## src/bscr_pkg.sv

```systemverilog
// bscr_pkg: constants for the secondary-side configuration register bank
// assumes an apb slave at 250 mhz; offsets are byte addresses
// Behaviour
// - rw interrupt route byte, resets zero
// - pin byte 01h forward, 00h reverse
// - burst need byte, read-only, zero
// - access interval byte, read-only, zero
// - capability id reads 07h
// - next capability link reads 90h
// - bit16 set forward with wide strap
// - bit17 set in forward mode only
// - bit18 discard flag, forward only
// - bit19 unexpected completion flag, reverse only
// - bit20 set on completion overrun
package bscr_pkg;
  // ----------------------------------------
  // register offsets
  // ----------------------------------------
  localparam logic [7:0] BSCR_OFF_SEC_CFG  = 8'h7C;
  localparam logic [7:0] BSCR_OFF_CAP      = 8'h80;
  localparam logic [7:0] BSCR_OFF_IRQ_STAT = 8'hA0;
  localparam logic [7:0] BSCR_OFF_IRQ_MASK = 8'hA4;
  // ----------------------------------------
  // field positions and values
  // ----------------------------------------
  localparam int         BSCR_BIT_WIDE     = 16;
  localparam int         BSCR_BIT_FAST     = 17;
  localparam int         BSCR_BIT_DISCARD  = 18;
  localparam int         BSCR_BIT_UNEXP    = 19;
  localparam int         BSCR_BIT_OVERRUN  = 20;
  localparam int         BSCR_NUM_EVT      = 3;
  localparam logic [7:0] BSCR_PIN_FWD      = 8'h01;
  localparam logic [7:0] BSCR_PIN_REV      = 8'h00;
  localparam logic [7:0] BSCR_CAP_ID       = 8'h07;
  localparam logic [7:0] BSCR_NEXT_CAP     = 8'h90;
  localparam logic [7:0] BSCR_ROUTE_RST    = 8'h00;
  localparam logic [7:0] BSCR_BURST_NEED   = 8'h00;
  localparam logic [7:0] BSCR_ACCESS_IVL   = 8'h00;
  localparam logic [2:0] BSCR_FLAGS_RST    = 3'h0;
  localparam logic [2:0] BSCR_MASK_RST     = 3'h0;
endpackage : bscr_pkg

```

## src/bscr_flags.sv

```systemverilog
// bscr_flags: sticky split-completion flags, write-one-to-clear
// assumes events are one-cycle pulses on pclk; set beats clear
`timescale 1ns/10ps
`default_nettype none
module bscr_flags
(
  // clock and reset
  input  wire logic                              pclk,
  input  wire logic                              presetn,
  // set and clear
  input  wire logic [bscr_pkg::BSCR_NUM_EVT-1:0] set_evt,
  input  wire logic [bscr_pkg::BSCR_NUM_EVT-1:0] clr_mask,
  input  wire logic [bscr_pkg::BSCR_NUM_EVT-1:0] allow,
  // state
  output var  logic [bscr_pkg::BSCR_NUM_EVT-1:0] flags
);
  import bscr_pkg::*;
  genvar i;
  generate
    for (i = 0; i < BSCR_NUM_EVT; i++)
    begin : g_flag
      logic flag_next;
      // set wins over a same-cycle clear; disallowed mode forces zero
      assign flag_next = allow[i] & (set_evt[i] | (flags[i] & ~clr_mask[i]));
      always_ff @(posedge pclk or negedge presetn)
      begin
        if (!presetn)
          flags[i] <= BSCR_FLAGS_RST[i];
        else
          flags[i] <= flag_next;
      end
    end
  endgenerate
endmodule : bscr_flags
`default_nettype wire

```

## src/bscr_sync.sv

```systemverilog
// bscr_sync: two-flop level synchroniser
// assumes pclk domain, async active-low reset
`timescale 1ns/10ps
`default_nettype none
module bscr_sync
(
  // clock and reset
  input  wire logic pclk,
  input  wire logic presetn,
  // level
  input  wire logic d,
  output var  logic q
);
  logic meta_reg;
  always_ff @(posedge pclk or negedge presetn)
  begin
    if (!presetn)
    begin
      meta_reg <= 1'b0;
      q        <= 1'b0;
    end
    else
    begin
      meta_reg <= d;
      q        <= meta_reg;
    end
  end
endmodule : bscr_sync
`default_nettype wire

```

## src/bscr_top.sv

```systemverilog
// bscr_top: secondary-side configuration registers of a reversible bridge
// assumes apb master on pclk; mode and strap pins are asynchronous
//
// Decided for this implementation: the APB register port.
`timescale 1ns/10ps
`default_nettype none
module bscr_top
(
  // apb
  input  wire logic        pclk,
  input  wire logic        presetn,
  input  wire logic        psel,
  input  wire logic        penable,
  input  wire logic        pwrite,
  input  wire logic [7:0]  paddr,
  input  wire logic [31:0] pwdata,
  output var  logic [31:0] prdata,
  output var  logic        pready,
  output var  logic        pslverr,
  // straps
  input  wire logic        forward_mode,
  input  wire logic        wide_bus_strap,
  // events from transaction engines
  input  wire logic        evt_discard,
  input  wire logic        evt_unexpected,
  input  wire logic        evt_overrun,
  // interrupt
  output var  logic        irq
);
  import bscr_pkg::*;

  // ----------------------------------------
  // pin synchronisers
  // ----------------------------------------
  logic fwd_s;
  logic wide_s;
  bscr_sync u_sync_fwd
  (
    .pclk    (pclk),
    .presetn (presetn),
    .d       (forward_mode),
    .q       (fwd_s)
  );
  bscr_sync u_sync_wide
  (
    .pclk    (pclk),
    .presetn (presetn),
    .d       (wide_bus_strap),
    .q       (wide_s)
  );

  // ----------------------------------------
  // bus decode
  // ----------------------------------------
  logic        access;
  logic        wr;
  logic        hit_cfg;
  logic        hit_cap;
  logic        hit_stat;
  logic        hit_mask;
  logic        hit_any;
  logic        setup;
  logic        rd_setup;
  logic        wr_cfg;
  logic        wr_cap;
  logic        wr_stat;
  logic        wr_mask;
  // every transfer is answered right after its setup, so setup alone decides pready
  assign setup    = psel & ~penable;
  assign rd_setup = setup & ~pwrite;
  assign access   = psel & penable;
  assign hit_cfg  = paddr == BSCR_OFF_SEC_CFG;
  assign hit_cap  = paddr == BSCR_OFF_CAP;
  assign hit_stat = paddr == BSCR_OFF_IRQ_STAT;
  assign hit_mask = paddr == BSCR_OFF_IRQ_MASK;
  assign hit_any  = hit_cfg | hit_cap | hit_stat | hit_mask;
  // writes land only at the edge that also samples pready high
  assign wr       = access & pready & pwrite & hit_any;
  assign wr_cfg   = wr & hit_cfg;
  assign wr_cap   = wr & hit_cap;
  assign wr_stat  = wr & hit_stat;
  assign wr_mask  = wr & hit_mask;

  // ----------------------------------------
  // registers
  // ----------------------------------------
  logic [7:0]  route_reg;
  logic [2:0]  mask_reg;
  logic [2:0]  flags;
  logic [2:0]  set_evt;
  logic [2:0]  allow;
  logic [2:0]  clr_cap;
  logic [2:0]  clr_stat;
  logic [2:0]  clr_mask;
  logic [2:0]  pend;

  // discard in forward, unexpected in reverse, overrun in both
  assign allow    = {1'b1, ~fwd_s, fwd_s};
  assign set_evt  = {evt_overrun, evt_unexpected, evt_discard};
  assign clr_cap  = wr_cap ? pwdata[BSCR_BIT_OVERRUN:BSCR_BIT_DISCARD] : 3'h0;
  assign clr_stat = wr_stat ? pwdata[2:0] : 3'h0;
  assign clr_mask = clr_cap | clr_stat;

  bscr_flags u_flags
  (
    .pclk     (pclk),
    .presetn  (presetn),
    .set_evt  (set_evt),
    .clr_mask (clr_mask),
    .allow    (allow),
    .flags    (flags)
  );

  always_ff @(posedge pclk or negedge presetn)
  begin
    if (!presetn)
      route_reg <= BSCR_ROUTE_RST;
    else if (wr_cfg)
      route_reg <= pwdata[7:0];
  end

  always_ff @(posedge pclk or negedge presetn)
  begin
    if (!presetn)
      mask_reg <= BSCR_MASK_RST;
    else if (wr_mask)
      mask_reg <= pwdata[2:0];
  end

  // ----------------------------------------
  // read mux
  // ----------------------------------------
  logic [7:0]  pin_val;
  logic [15:0] stat_val;
  logic [31:0] cfg_word;
  logic [31:0] cap_word;
  logic [31:0] rd_next;
  assign pin_val  = fwd_s ? BSCR_PIN_FWD : BSCR_PIN_REV;
  assign stat_val = {11'h000, flags, fwd_s, fwd_s & wide_s};
  assign cfg_word = {BSCR_ACCESS_IVL, BSCR_BURST_NEED, pin_val, route_reg};
  assign cap_word = {stat_val, BSCR_NEXT_CAP, BSCR_CAP_ID};
  assign rd_next  = hit_cfg  ? cfg_word :
                    hit_cap  ? cap_word :
                    hit_stat ? {29'h0, flags} :
                    hit_mask ? {29'h0, mask_reg} : 32'h0;
  assign pend     = flags & mask_reg;

  // ----------------------------------------
  // response
  // ----------------------------------------
  logic        ready_next;
  logic        err_next;
  logic [31:0] rdata_next;
  // answer in the first access cycle; unmapped addresses give pslverr
  // prdata is zero outside a read answer so stale data never leaks
  assign ready_next = setup;
  assign err_next   = setup & ~hit_any;
  assign rdata_next = rd_setup ? rd_next : 32'h0;

  always_ff @(posedge pclk or negedge presetn)
  begin
    if (!presetn)
      pready <= 1'b0;
    else
      pready <= ready_next;
  end

  always_ff @(posedge pclk or negedge presetn)
  begin
    if (!presetn)
      pslverr <= 1'b0;
    else
      pslverr <= err_next;
  end

  always_ff @(posedge pclk or negedge presetn)
  begin
    if (!presetn)
      prdata <= 32'h0;
    else
      prdata <= rdata_next;
  end

  always_ff @(posedge pclk or negedge presetn)
  begin
    if (!presetn)
      irq <= 1'b0;
    else
      irq <= |pend;
  end

  // ----------------------------------------
  // assertions
  // ----------------------------------------
  // ----------------------------------------
  // bus answer
  // ----------------------------------------
  a_ready_answer: assert property (
    @(posedge pclk) disable iff (!presetn)
    setup |=> pready)
    else $error("pready missing after setup");

  a_ready_single: assert property (
    @(posedge pclk) disable iff (!presetn)
    pready |=> !pready)
    else $error("pready held too long");

  a_err_unmapped: assert property (
    @(posedge pclk) disable iff (!presetn)
    (setup & !hit_any) |=> pslverr)
    else $error("pslverr missing on unmapped address");

  a_err_mapped: assert property (
    @(posedge pclk) disable iff (!presetn)
    (setup & hit_any) |=> !pslverr)
    else $error("pslverr on mapped address");

  a_err_ready: assert property (
    @(posedge pclk) disable iff (!presetn)
    pslverr |-> pready)
    else $error("pslverr without pready");

  a_rdata_idle: assert property (
    @(posedge pclk) disable iff (!presetn)
    !rd_setup |=> prdata == 32'h0)
    else $error("read data outside a read answer");

  a_rdata_unmapped: assert property (
    @(posedge pclk) disable iff (!presetn)
    (rd_setup & !hit_any) |=> prdata == 32'h0)
    else $error("unmapped read not zero");

  // ----------------------------------------
  // configuration fields, seen on the bus
  // ----------------------------------------
  a_route_write: assert property (
    @(posedge pclk) disable iff (!presetn)
    wr_cfg |=> route_reg == $past(pwdata[7:0]))
    else $error("route byte not written");

  a_route_hold: assert property (
    @(posedge pclk) disable iff (!presetn)
    !wr_cfg |=> $stable(route_reg))
    else $error("route byte changed without write");

  a_route_read: assert property (
    @(posedge pclk) disable iff (!presetn)
    (rd_setup & hit_cfg) |=> prdata[7:0] == $past(route_reg))
    else $error("route byte read wrong");

  a_pin_mode: assert property (
    @(posedge pclk) disable iff (!presetn)
    (rd_setup & hit_cfg) |=> prdata[15:8] == ($past(fwd_s) ? 8'h01 : 8'h00))
    else $error("pin byte wrong for mode");

  a_const_bytes: assert property (
    @(posedge pclk) disable iff (!presetn)
    (rd_setup & hit_cfg) |=> prdata[31:16] == 16'h0000)
    else $error("grant or latency nonzero");

  a_cap_header: assert property (
    @(posedge pclk) disable iff (!presetn)
    (rd_setup & hit_cap) |=> prdata[15:0] == 16'h9007)
    else $error("capability header wrong");

  a_wide_bit: assert property (
    @(posedge pclk) disable iff (!presetn)
    (rd_setup & hit_cap) |=> prdata[16] == $past(fwd_s & wide_s))
    else $error("wide bit wrong");

  a_fast_bit: assert property (
    @(posedge pclk) disable iff (!presetn)
    (rd_setup & hit_cap) |=> prdata[17] == $past(fwd_s))
    else $error("fast bit wrong");

  a_cap_flags: assert property (
    @(posedge pclk) disable iff (!presetn)
    (rd_setup & hit_cap) |=> prdata[31:18] == {11'h000, $past(flags)})
    else $error("status flags read wrong");

  // ----------------------------------------
  // split-completion flags
  // ----------------------------------------
  a_discard_set: assert property (
    @(posedge pclk) disable iff (!presetn)
    (evt_discard & fwd_s) |=> flags[0])
    else $error("discard flag not set");

  a_discard_rev: assert property (
    @(posedge pclk) disable iff (!presetn)
    !fwd_s |=> !flags[0])
    else $error("discard flag in reverse mode");

  a_unexp_set: assert property (
    @(posedge pclk) disable iff (!presetn)
    (evt_unexpected & !fwd_s) |=> flags[1])
    else $error("unexpected flag not set");

  a_unexp_fwd: assert property (
    @(posedge pclk) disable iff (!presetn)
    fwd_s |=> !flags[1])
    else $error("unexpected flag in forward mode");

  a_overrun_set: assert property (
    @(posedge pclk) disable iff (!presetn)
    evt_overrun |=> flags[2])
    else $error("overrun flag not set");

  a_clear_one: assert property (
    @(posedge pclk) disable iff (!presetn)
    (wr_cap & pwdata[BSCR_BIT_OVERRUN] & !evt_overrun) |=> !flags[2])
    else $error("overrun flag not cleared");

  a_clear_stat: assert property (
    @(posedge pclk) disable iff (!presetn)
    (wr_stat & pwdata[2] & !evt_overrun) |=> !flags[2])
    else $error("overrun flag not cleared by status write");

  a_zero_keeps: assert property (
    @(posedge pclk) disable iff (!presetn)
    (flags[2] & !clr_mask[2]) |=> flags[2])
    else $error("overrun flag lost without clear");

  a_set_wins: assert property (
    @(posedge pclk) disable iff (!presetn)
    (evt_overrun & clr_mask[2]) |=> flags[2])
    else $error("clear beat a same-cycle event");

  // ----------------------------------------
  // interrupt
  // ----------------------------------------
  a_mask_write: assert property (
    @(posedge pclk) disable iff (!presetn)
    wr_mask |=> mask_reg == $past(pwdata[2:0]))
    else $error("mask not written");

  a_irq_level: assert property (
    @(posedge pclk) disable iff (!presetn)
    ##1 irq == |($past(flags) & $past(mask_reg)))
    else $error("irq level wrong");

  a_irq_masked: assert property (
    @(posedge pclk) disable iff (!presetn)
    (mask_reg == 3'h0) |=> !irq)
    else $error("irq with every source masked");

  // ----------------------------------------
  // covers
  // ----------------------------------------
  c_cfg_read: cover property (@(posedge pclk) access & pready & !pwrite & hit_cfg);
  c_clear: cover property (@(posedge pclk) flags[2] ##1 wr & hit_cap ##1 !flags[2]);
  c_irq: cover property (@(posedge pclk) $rose(irq));
  c_unexp_rev: cover property (@(posedge pclk) $rose(flags[1]));
  c_unmapped: cover property (@(posedge pclk) pready & pslverr);
endmodule : bscr_top
`default_nettype wire
```

## config.mk

```make
export PLATFORM = sky130hd
export DESIGN_NAME = bscr_top
export DESIGN_NICKNAME = d
export VERILOG_FILES = /design/src/bscr_pkg.sv /design/src/bscr_flags.sv /design/src/bscr_sync.sv /design/src/bscr_top.sv
export SDC_FILE = /design/constraint.sdc
export NUM_CORES = 1
export LEC_CHECK = 0
export BUFFER_PORTS_ARGS = -buffer_cell sky130_fd_sc_hd__buf_2
export CORE_MARGIN = 10
export CORE_UTILIZATION = 45
export CTS_CLUSTER_SIZE = 28
export DETAILED_ROUTE_END_ITERATION = 7
export PLACE_DENSITY = 0.86
export SLEW_MARGIN = 15
export SYNTH_ARGS = -nofsm -noshare
export SYNTH_HDL_FRONTEND = slang
export SYNTH_HIERARCHICAL = 1
export SYNTH_SLANG_ARGS = --single-unit
export TNS_END_PERCENT = 50
```

## constraint.sdc

```tcl
create_clock -name pclk -period 1.67 [get_ports pclk]
set_input_delay 0 -clock pclk [delete_from_list [all_inputs] [get_ports pclk]]
set_output_delay 0 -clock pclk [all_outputs]
set_load 0.1 [all_outputs]
```

# After elaboration in Yosys (flattened, before gate mapping)
# Index checks and enable logic that the tools add are counted.
# op_classes
n_eq_ne	4
bitwise_logic	32
reduce_logical	1
n_mux	8
# op_table
op	count
2-to-1 mux 21 bit	3
equality test 8 bit (second input constant)	3
AND 1 bit	17
2-to-1 mux 3 bit	4
equality test 8 x 7 -> 1 bit (second input constant)	1
inverter 1 bit	7
OR 1 bit	6
AND 3 bit	1
OR 3 bit	1
OR reduction 3 bit	1
2-to-1 mux 1 bit	1
# totals
input_bits	50
elab_cells	58
reg_bits	42

# Longest topological paths before layout
# logic_depth
depth_word	12
ltp_mapped	5

# Cells and area by module
# Netlist, hierarchy kept.
# by_module_without_submodules
module	area_per_inst_um2	n_inst	cells_each
bscr_top	1431.4	1	113
bscr_flags	138.9	1	9
bscr_sync	50.0	2	2

# Worst setup path after synthesis
# Ideal clock, no wire load.
# synth_path
path_type	register to register
start	register pready
end	register route_reg[0]
required_ps	1545
path_buffers	1
path_stages_with_launch	5
arrival_time_ps	1851
setup_ps	125
path_slack_ps	-306
path_cell_list	dfrtp_1 and4_1 and3_1 buf_6 mux2_4
# synth_via
elab_chain_len	4
# synth_lines
item	line	text
start: declaration	bscr_top.sv:18	output var logic pready,
start signal: assignment	bscr_top.sv:165	pready <= ready_next;
AND 1 bit (3 in a row)	bscr_top.sv:78	assign wr = access & pready & pwrite & hit_any;
AND 1 bit	bscr_top.sv:79	assign wr_cfg = wr & hit_cfg;
end signal: assignment	bscr_top.sv:119	route_reg <= pwdata[7:0];
end: declaration	bscr_top.sv:87	logic [7:0] route_reg;
# Every way passes these cells.
# A chain may end at the register's enable or synchronous reset.

# Worst setup path after layout
# layout_path
start	register pready
end	register route_reg[7]
# The elaborated chain is that of the path after synthesis.

==> run_summary.xml <==
<?xml version="1.0" encoding="UTF-8"?>
<metrics>
  <group name="outcome">
    <metric name="status" unit="">finished clean</metric>
  </group>
  <group name="drt">
    <metric name="dr_pass1_iterations" unit="">4</metric>
    <metric name="route.antenna.remaining_nets" unit="">0</metric>
    <metric name="drc_errors" unit="">0</metric>
    <metric name="routed-via-count" unit="">1180</metric>
    <metric name="drt_iter0_markers" unit="">20</metric>
    <metric name="detail_route.wirelength" unit="mm">3.99</metric>
    <metric name="via_per_inst" unit="">4.80</metric>
    <metric name="detail_route.wl_per_cell" unit="um">16.2</metric>
  </group>
  <group name="layout">
    <metric name="regArea" unit="um^2">905</metric>
    <metric name="multi_input_area" unit="um^2">668</metric>
    <metric name="finalNetCount" unit="">247</metric>
    <metric name="most_common_cell_after_layout_fill_and_taps_aside" unit="">sky130_fd_sc_hd__buf_2</metric>
    <metric name="syn2layout_area_growth" unit="%">30.8</metric>
    <metric name="drive_above_1_share" unit="%">42.4</metric>
    <metric name="count_of_antenna_diodes_in_the_layout" unit="">0</metric>
    <metric name="n_fill_cell" unit="">300</metric>
    <metric name="flip_flop_count_of_the_largest_register_all_copies_and_words_added" unit="">15</metric>
    <metric name="most-common-layout-cells" unit="">47 x sky130_fd_sc_hd__buf_2, 35 x sky130_fd_sc_hd__dfrtp_1, 17 x sky130_fd_sc_hd__conb_1, 16 x sky130_fd_sc_hd__dlygate4sd3_1, 9 x sky130_fd_sc_hd__and2_1</metric>
  </group>
  <group name="pwr">
    <metric name="pwr-share-comb" unit="%">16.7</metric>
    <metric name="design_power_total" unit="mW">1.98</metric>
    <metric name="clkPwrFrac" unit="%">38.1</metric>
    <metric name="sw_frac_of_total" unit="%">28.8</metric>
    <metric name="power_frac_seq" unit="%">45.2</metric>
    <metric name="total_switching_power" unit="mW">0.570</metric>
    <metric name="power_density" unit="nW/um^2">908</metric>
    <metric name="static-leakage-power" unit="nW">1.15</metric>
    <metric name="intPower" unit="mW">1.41</metric>
    <metric name="vdd_drop_max" unit="mV">0.369</metric>
  </group>
  <group name="die">
    <metric name="io_pins" unit="">85</metric>
    <metric name="initial_core_util" unit="%">46.0</metric>
    <metric name="die_span_x" unit="um">80.9</metric>
    <metric name="std_cell_rows" unit="">22</metric>
    <metric name="coreArea" unit="um^2">3630</metric>
    <metric name="die_h" unit="um">80.9</metric>
    <metric name="full_die_area" unit="um^2">6550</metric>
  </group>
  <group name="global_routing">
    <metric name="globalRouteTotalUtil" unit="%">13.0</metric>
    <metric name="gr-usage-met1" unit="%">14.4</metric>
    <metric name="grt_util_met2" unit="%">22.0</metric>
    <metric name="first_global_vias" unit="">1278</metric>
    <metric name="gr_ovfl_total" unit="">0</metric>
    <metric name="grt_max_degree" unit="">21</metric>
    <metric name="grt_first_pass_wirelength" unit="mm">6.51</metric>
    <metric name="antenna_found_initial" unit="">0</metric>
    <metric name="gr-max-usage-layer" unit="">met2</metric>
    <metric name="groute.layer.met3.usage" unit="%">4.53</metric>
  </group>
  <group name="clock_network">
    <metric name="ctsLongestPathBuffers" unit="">2</metric>
    <metric name="master_cell_of_the_clock_root_buffer" unit="">sky130_fd_sc_hd__clkbuf_8</metric>
    <metric name="cts-resized-gates" unit="">0</metric>
    <metric name="clkTransAtPathRegs" unit="ps">70</metric>
    <metric name="insertion_delay" unit="ps">290</metric>
    <metric name="cts_tree" unit="">yes</metric>
    <metric name="cts.htree.levels" unit="">2</metric>
    <metric name="cts_inserted_buffers" unit="">5</metric>
    <metric name="cts_setup_buffers" unit="">0</metric>
    <metric name="clock_sinks" unit="">36</metric>
  </group>
  <group name="worst_setup_path">
    <metric name="critPathCaptureType" unit="">register</metric>
    <metric name="timing_worst_setup_path_type" unit="">register to register</metric>
    <metric name="crit-reg2reg-launch" unit="">pready</metric>
    <metric name="arrival" unit="ps">1740</metric>
    <metric name="timing.critical_path.fanout_max" unit="">6</metric>
    <metric name="critPathLaunch" unit="">pready</metric>
    <metric name="setup.worst_path.start_class" unit="">register</metric>
    <metric name="worst-endpoint-required" unit="ps">1850</metric>
  </group>
  <group name="synth">
    <metric name="count_of_unique_library_cells_instantiated_by_yosys" unit="">35</metric>
    <metric name="yosys.area.top_type" unit="">sky130_fd_sc_hd__dfrtp_1</metric>
    <metric name="synth_seq_area_share" unit="%">53.9</metric>
    <metric name="synth_warnings" unit="">6</metric>
    <metric name="post_synth_inst_count" unit="">126</metric>
    <metric name="post_synth_instance_area" unit="um^2">1670</metric>
    <metric name="async_flop_share" unit="%">100</metric>
    <metric name="yosys_register_bits" unit="">36</metric>
    <metric name="yosys_most_used_dff" unit="">sky130_fd_sc_hd__dfrtp_1</metric>
    <metric name="yosysTopAreaCellShare" unit="%">53.9</metric>
    <metric name="syn_area_cell" unit="um^2">13.3</metric>
    <metric name="ys_top_cells_by_area" unit="">sky130_fd_sc_hd__dfrtp_1 54%, sky130_fd_sc_hd__buf_4 7.6%, sky130_fd_sc_hd__mux2_4 7.2%, sky130_fd_sc_hd__and2_1 3.4%, sky130_fd_sc_hd__nor2b_4 2.5%</metric>
    <metric name="synth_edf_count" unit="">0</metric>
  </group>
  <group name="timing">
    <metric name="unrepaired_setup_endpoints_after_global_routing" unit="">false</metric>
    <metric name="timing.final.max_slew_violations" unit="">0</metric>
    <metric name="timing.final.hold_violations" unit="">0</metric>
    <metric name="fin_worst_hold_slack" unit="ps">57.1</metric>
    <metric name="fmaxAchievable" unit="GHz">0.638</metric>
    <metric name="skew" unit="ps">2.61</metric>
    <metric name="post-route-period-util" unit="%">93.8</metric>
    <metric name="setup_viol_count_final" unit="">0</metric>
    <metric name="totalNegativeSetupSlack" unit="ps">0</metric>
    <metric name="period_needed" unit="ps">1570</metric>
  </group>
  <group name="worst_hold_path">
    <metric name="hold_path.class" unit="">input pin to register</metric>
    <metric name="launch_instance_of_the_worst_min_delay_path" unit="">paddr[1]</metric>
  </group>
  <group name="placed_design">
    <metric name="gpl.final_weighted_congestion" unit="">0.811</metric>
    <metric name="dp_hpwl" unit="mm">3.02</metric>
    <metric name="io_buffers" unit="">47</metric>
  </group>
  <group name="flow_run">
    <metric name="drv.max_cap_violation_count" unit="">0</metric>
  </group>
</metrics>
## through the flow
step	util, %	std cells	worst slack (ps)	instance area (um^2)
global route	60.1	246	50.6	2180
floorplan	-	141	71.2	1730
finish	60.1	246	104	2180
detailed placement	52.7	222	118	1910
global placement	52.7	222	130	1910
CTS	60.1	246	91.9	2180
## power by group through the flow
stage	Sequential [mW]	Clock [mW]	Combinational (mW)
5_1_grt	0.897	0.811	0.351
4_1_cts	0.895	0.770	0.329
6_report	0.895	0.756	0.331
3_3_place_gp	0.911	0	0.296
2_1_floorplan	0.930	0	0.234
3_5_place_dp	0.912	0	0.300
## metal layers
| layer | vias up | wire length [um] |
|---|---|---|
| met5 | - | 0 |
| met4 | 0 | 104 |
| met3 | 7 | 285 |
| met2 | 42 | 2070 |
| met1 | 581 | 1530 |
| li1 | 550 | - |
## synthesized netlist by cell type, drive strengths merged (2+ instances only)
cell type	instances
a21oi	3
mux2	11
conb	2
and4	2
o21a	3
and3	2
nand3	4
dfrtp	36
nor2b	4
buf	19
a21bo	3
mux2i	3
nor2	5
o2111ai	3
and2	9
nand4b	2
inv	2
## final timing paths
kind,endpoint,slack (ps),depth (start not counted)
worst min-delay path,prdata[8],60,3
min in group asynchronous,pready,180,2
worst min register to register,u_sync_wide/q,360,0
worst max register to register,route_reg[7],100,4
worst max-delay path,route_reg[7],100,4
max in group asynchronous,u_sync_wide/q,980,3
## critical path: stages, from the launching register on
cell                      delay (ps)
sky130_fd_sc_hd__dfrtp_4         410
sky130_fd_sc_hd__and4_1          260
sky130_fd_sc_hd__and3_1          270
sky130_fd_sc_hd__buf_4           210
sky130_fd_sc_hd__mux2_4          310
## repair_timing
action | CTS | global route
setup endpoints to repair | 0 | 0
hold endpoints to repair | 34 | 0
hold buffers | 16 | 0
## logic make-up after synthesis
| family | after synthesis | share of synthesized area, % |
|---|---|---|
| simple gates | 38 | 18.1 |
| flops | 36 | 53.9 |
| buf+inv | 21 | 9.44 |
| compound gates | 15 | 7.12 |
| mux | 14 | 11.0 |
| other cells | 2 | 0.450 |
## cell type report
cell class	instances	area share, %
Timing Repair Buffer	68	19.8
Inverter	2	0.344
Clock buffer	5	3.15
Tap cell	48	2.75
Clock inverter	3	1.95
Multi-Input combinational cell	84	30.6
Sequential cell	36	41.4
(Power assumes the default switching activity.)
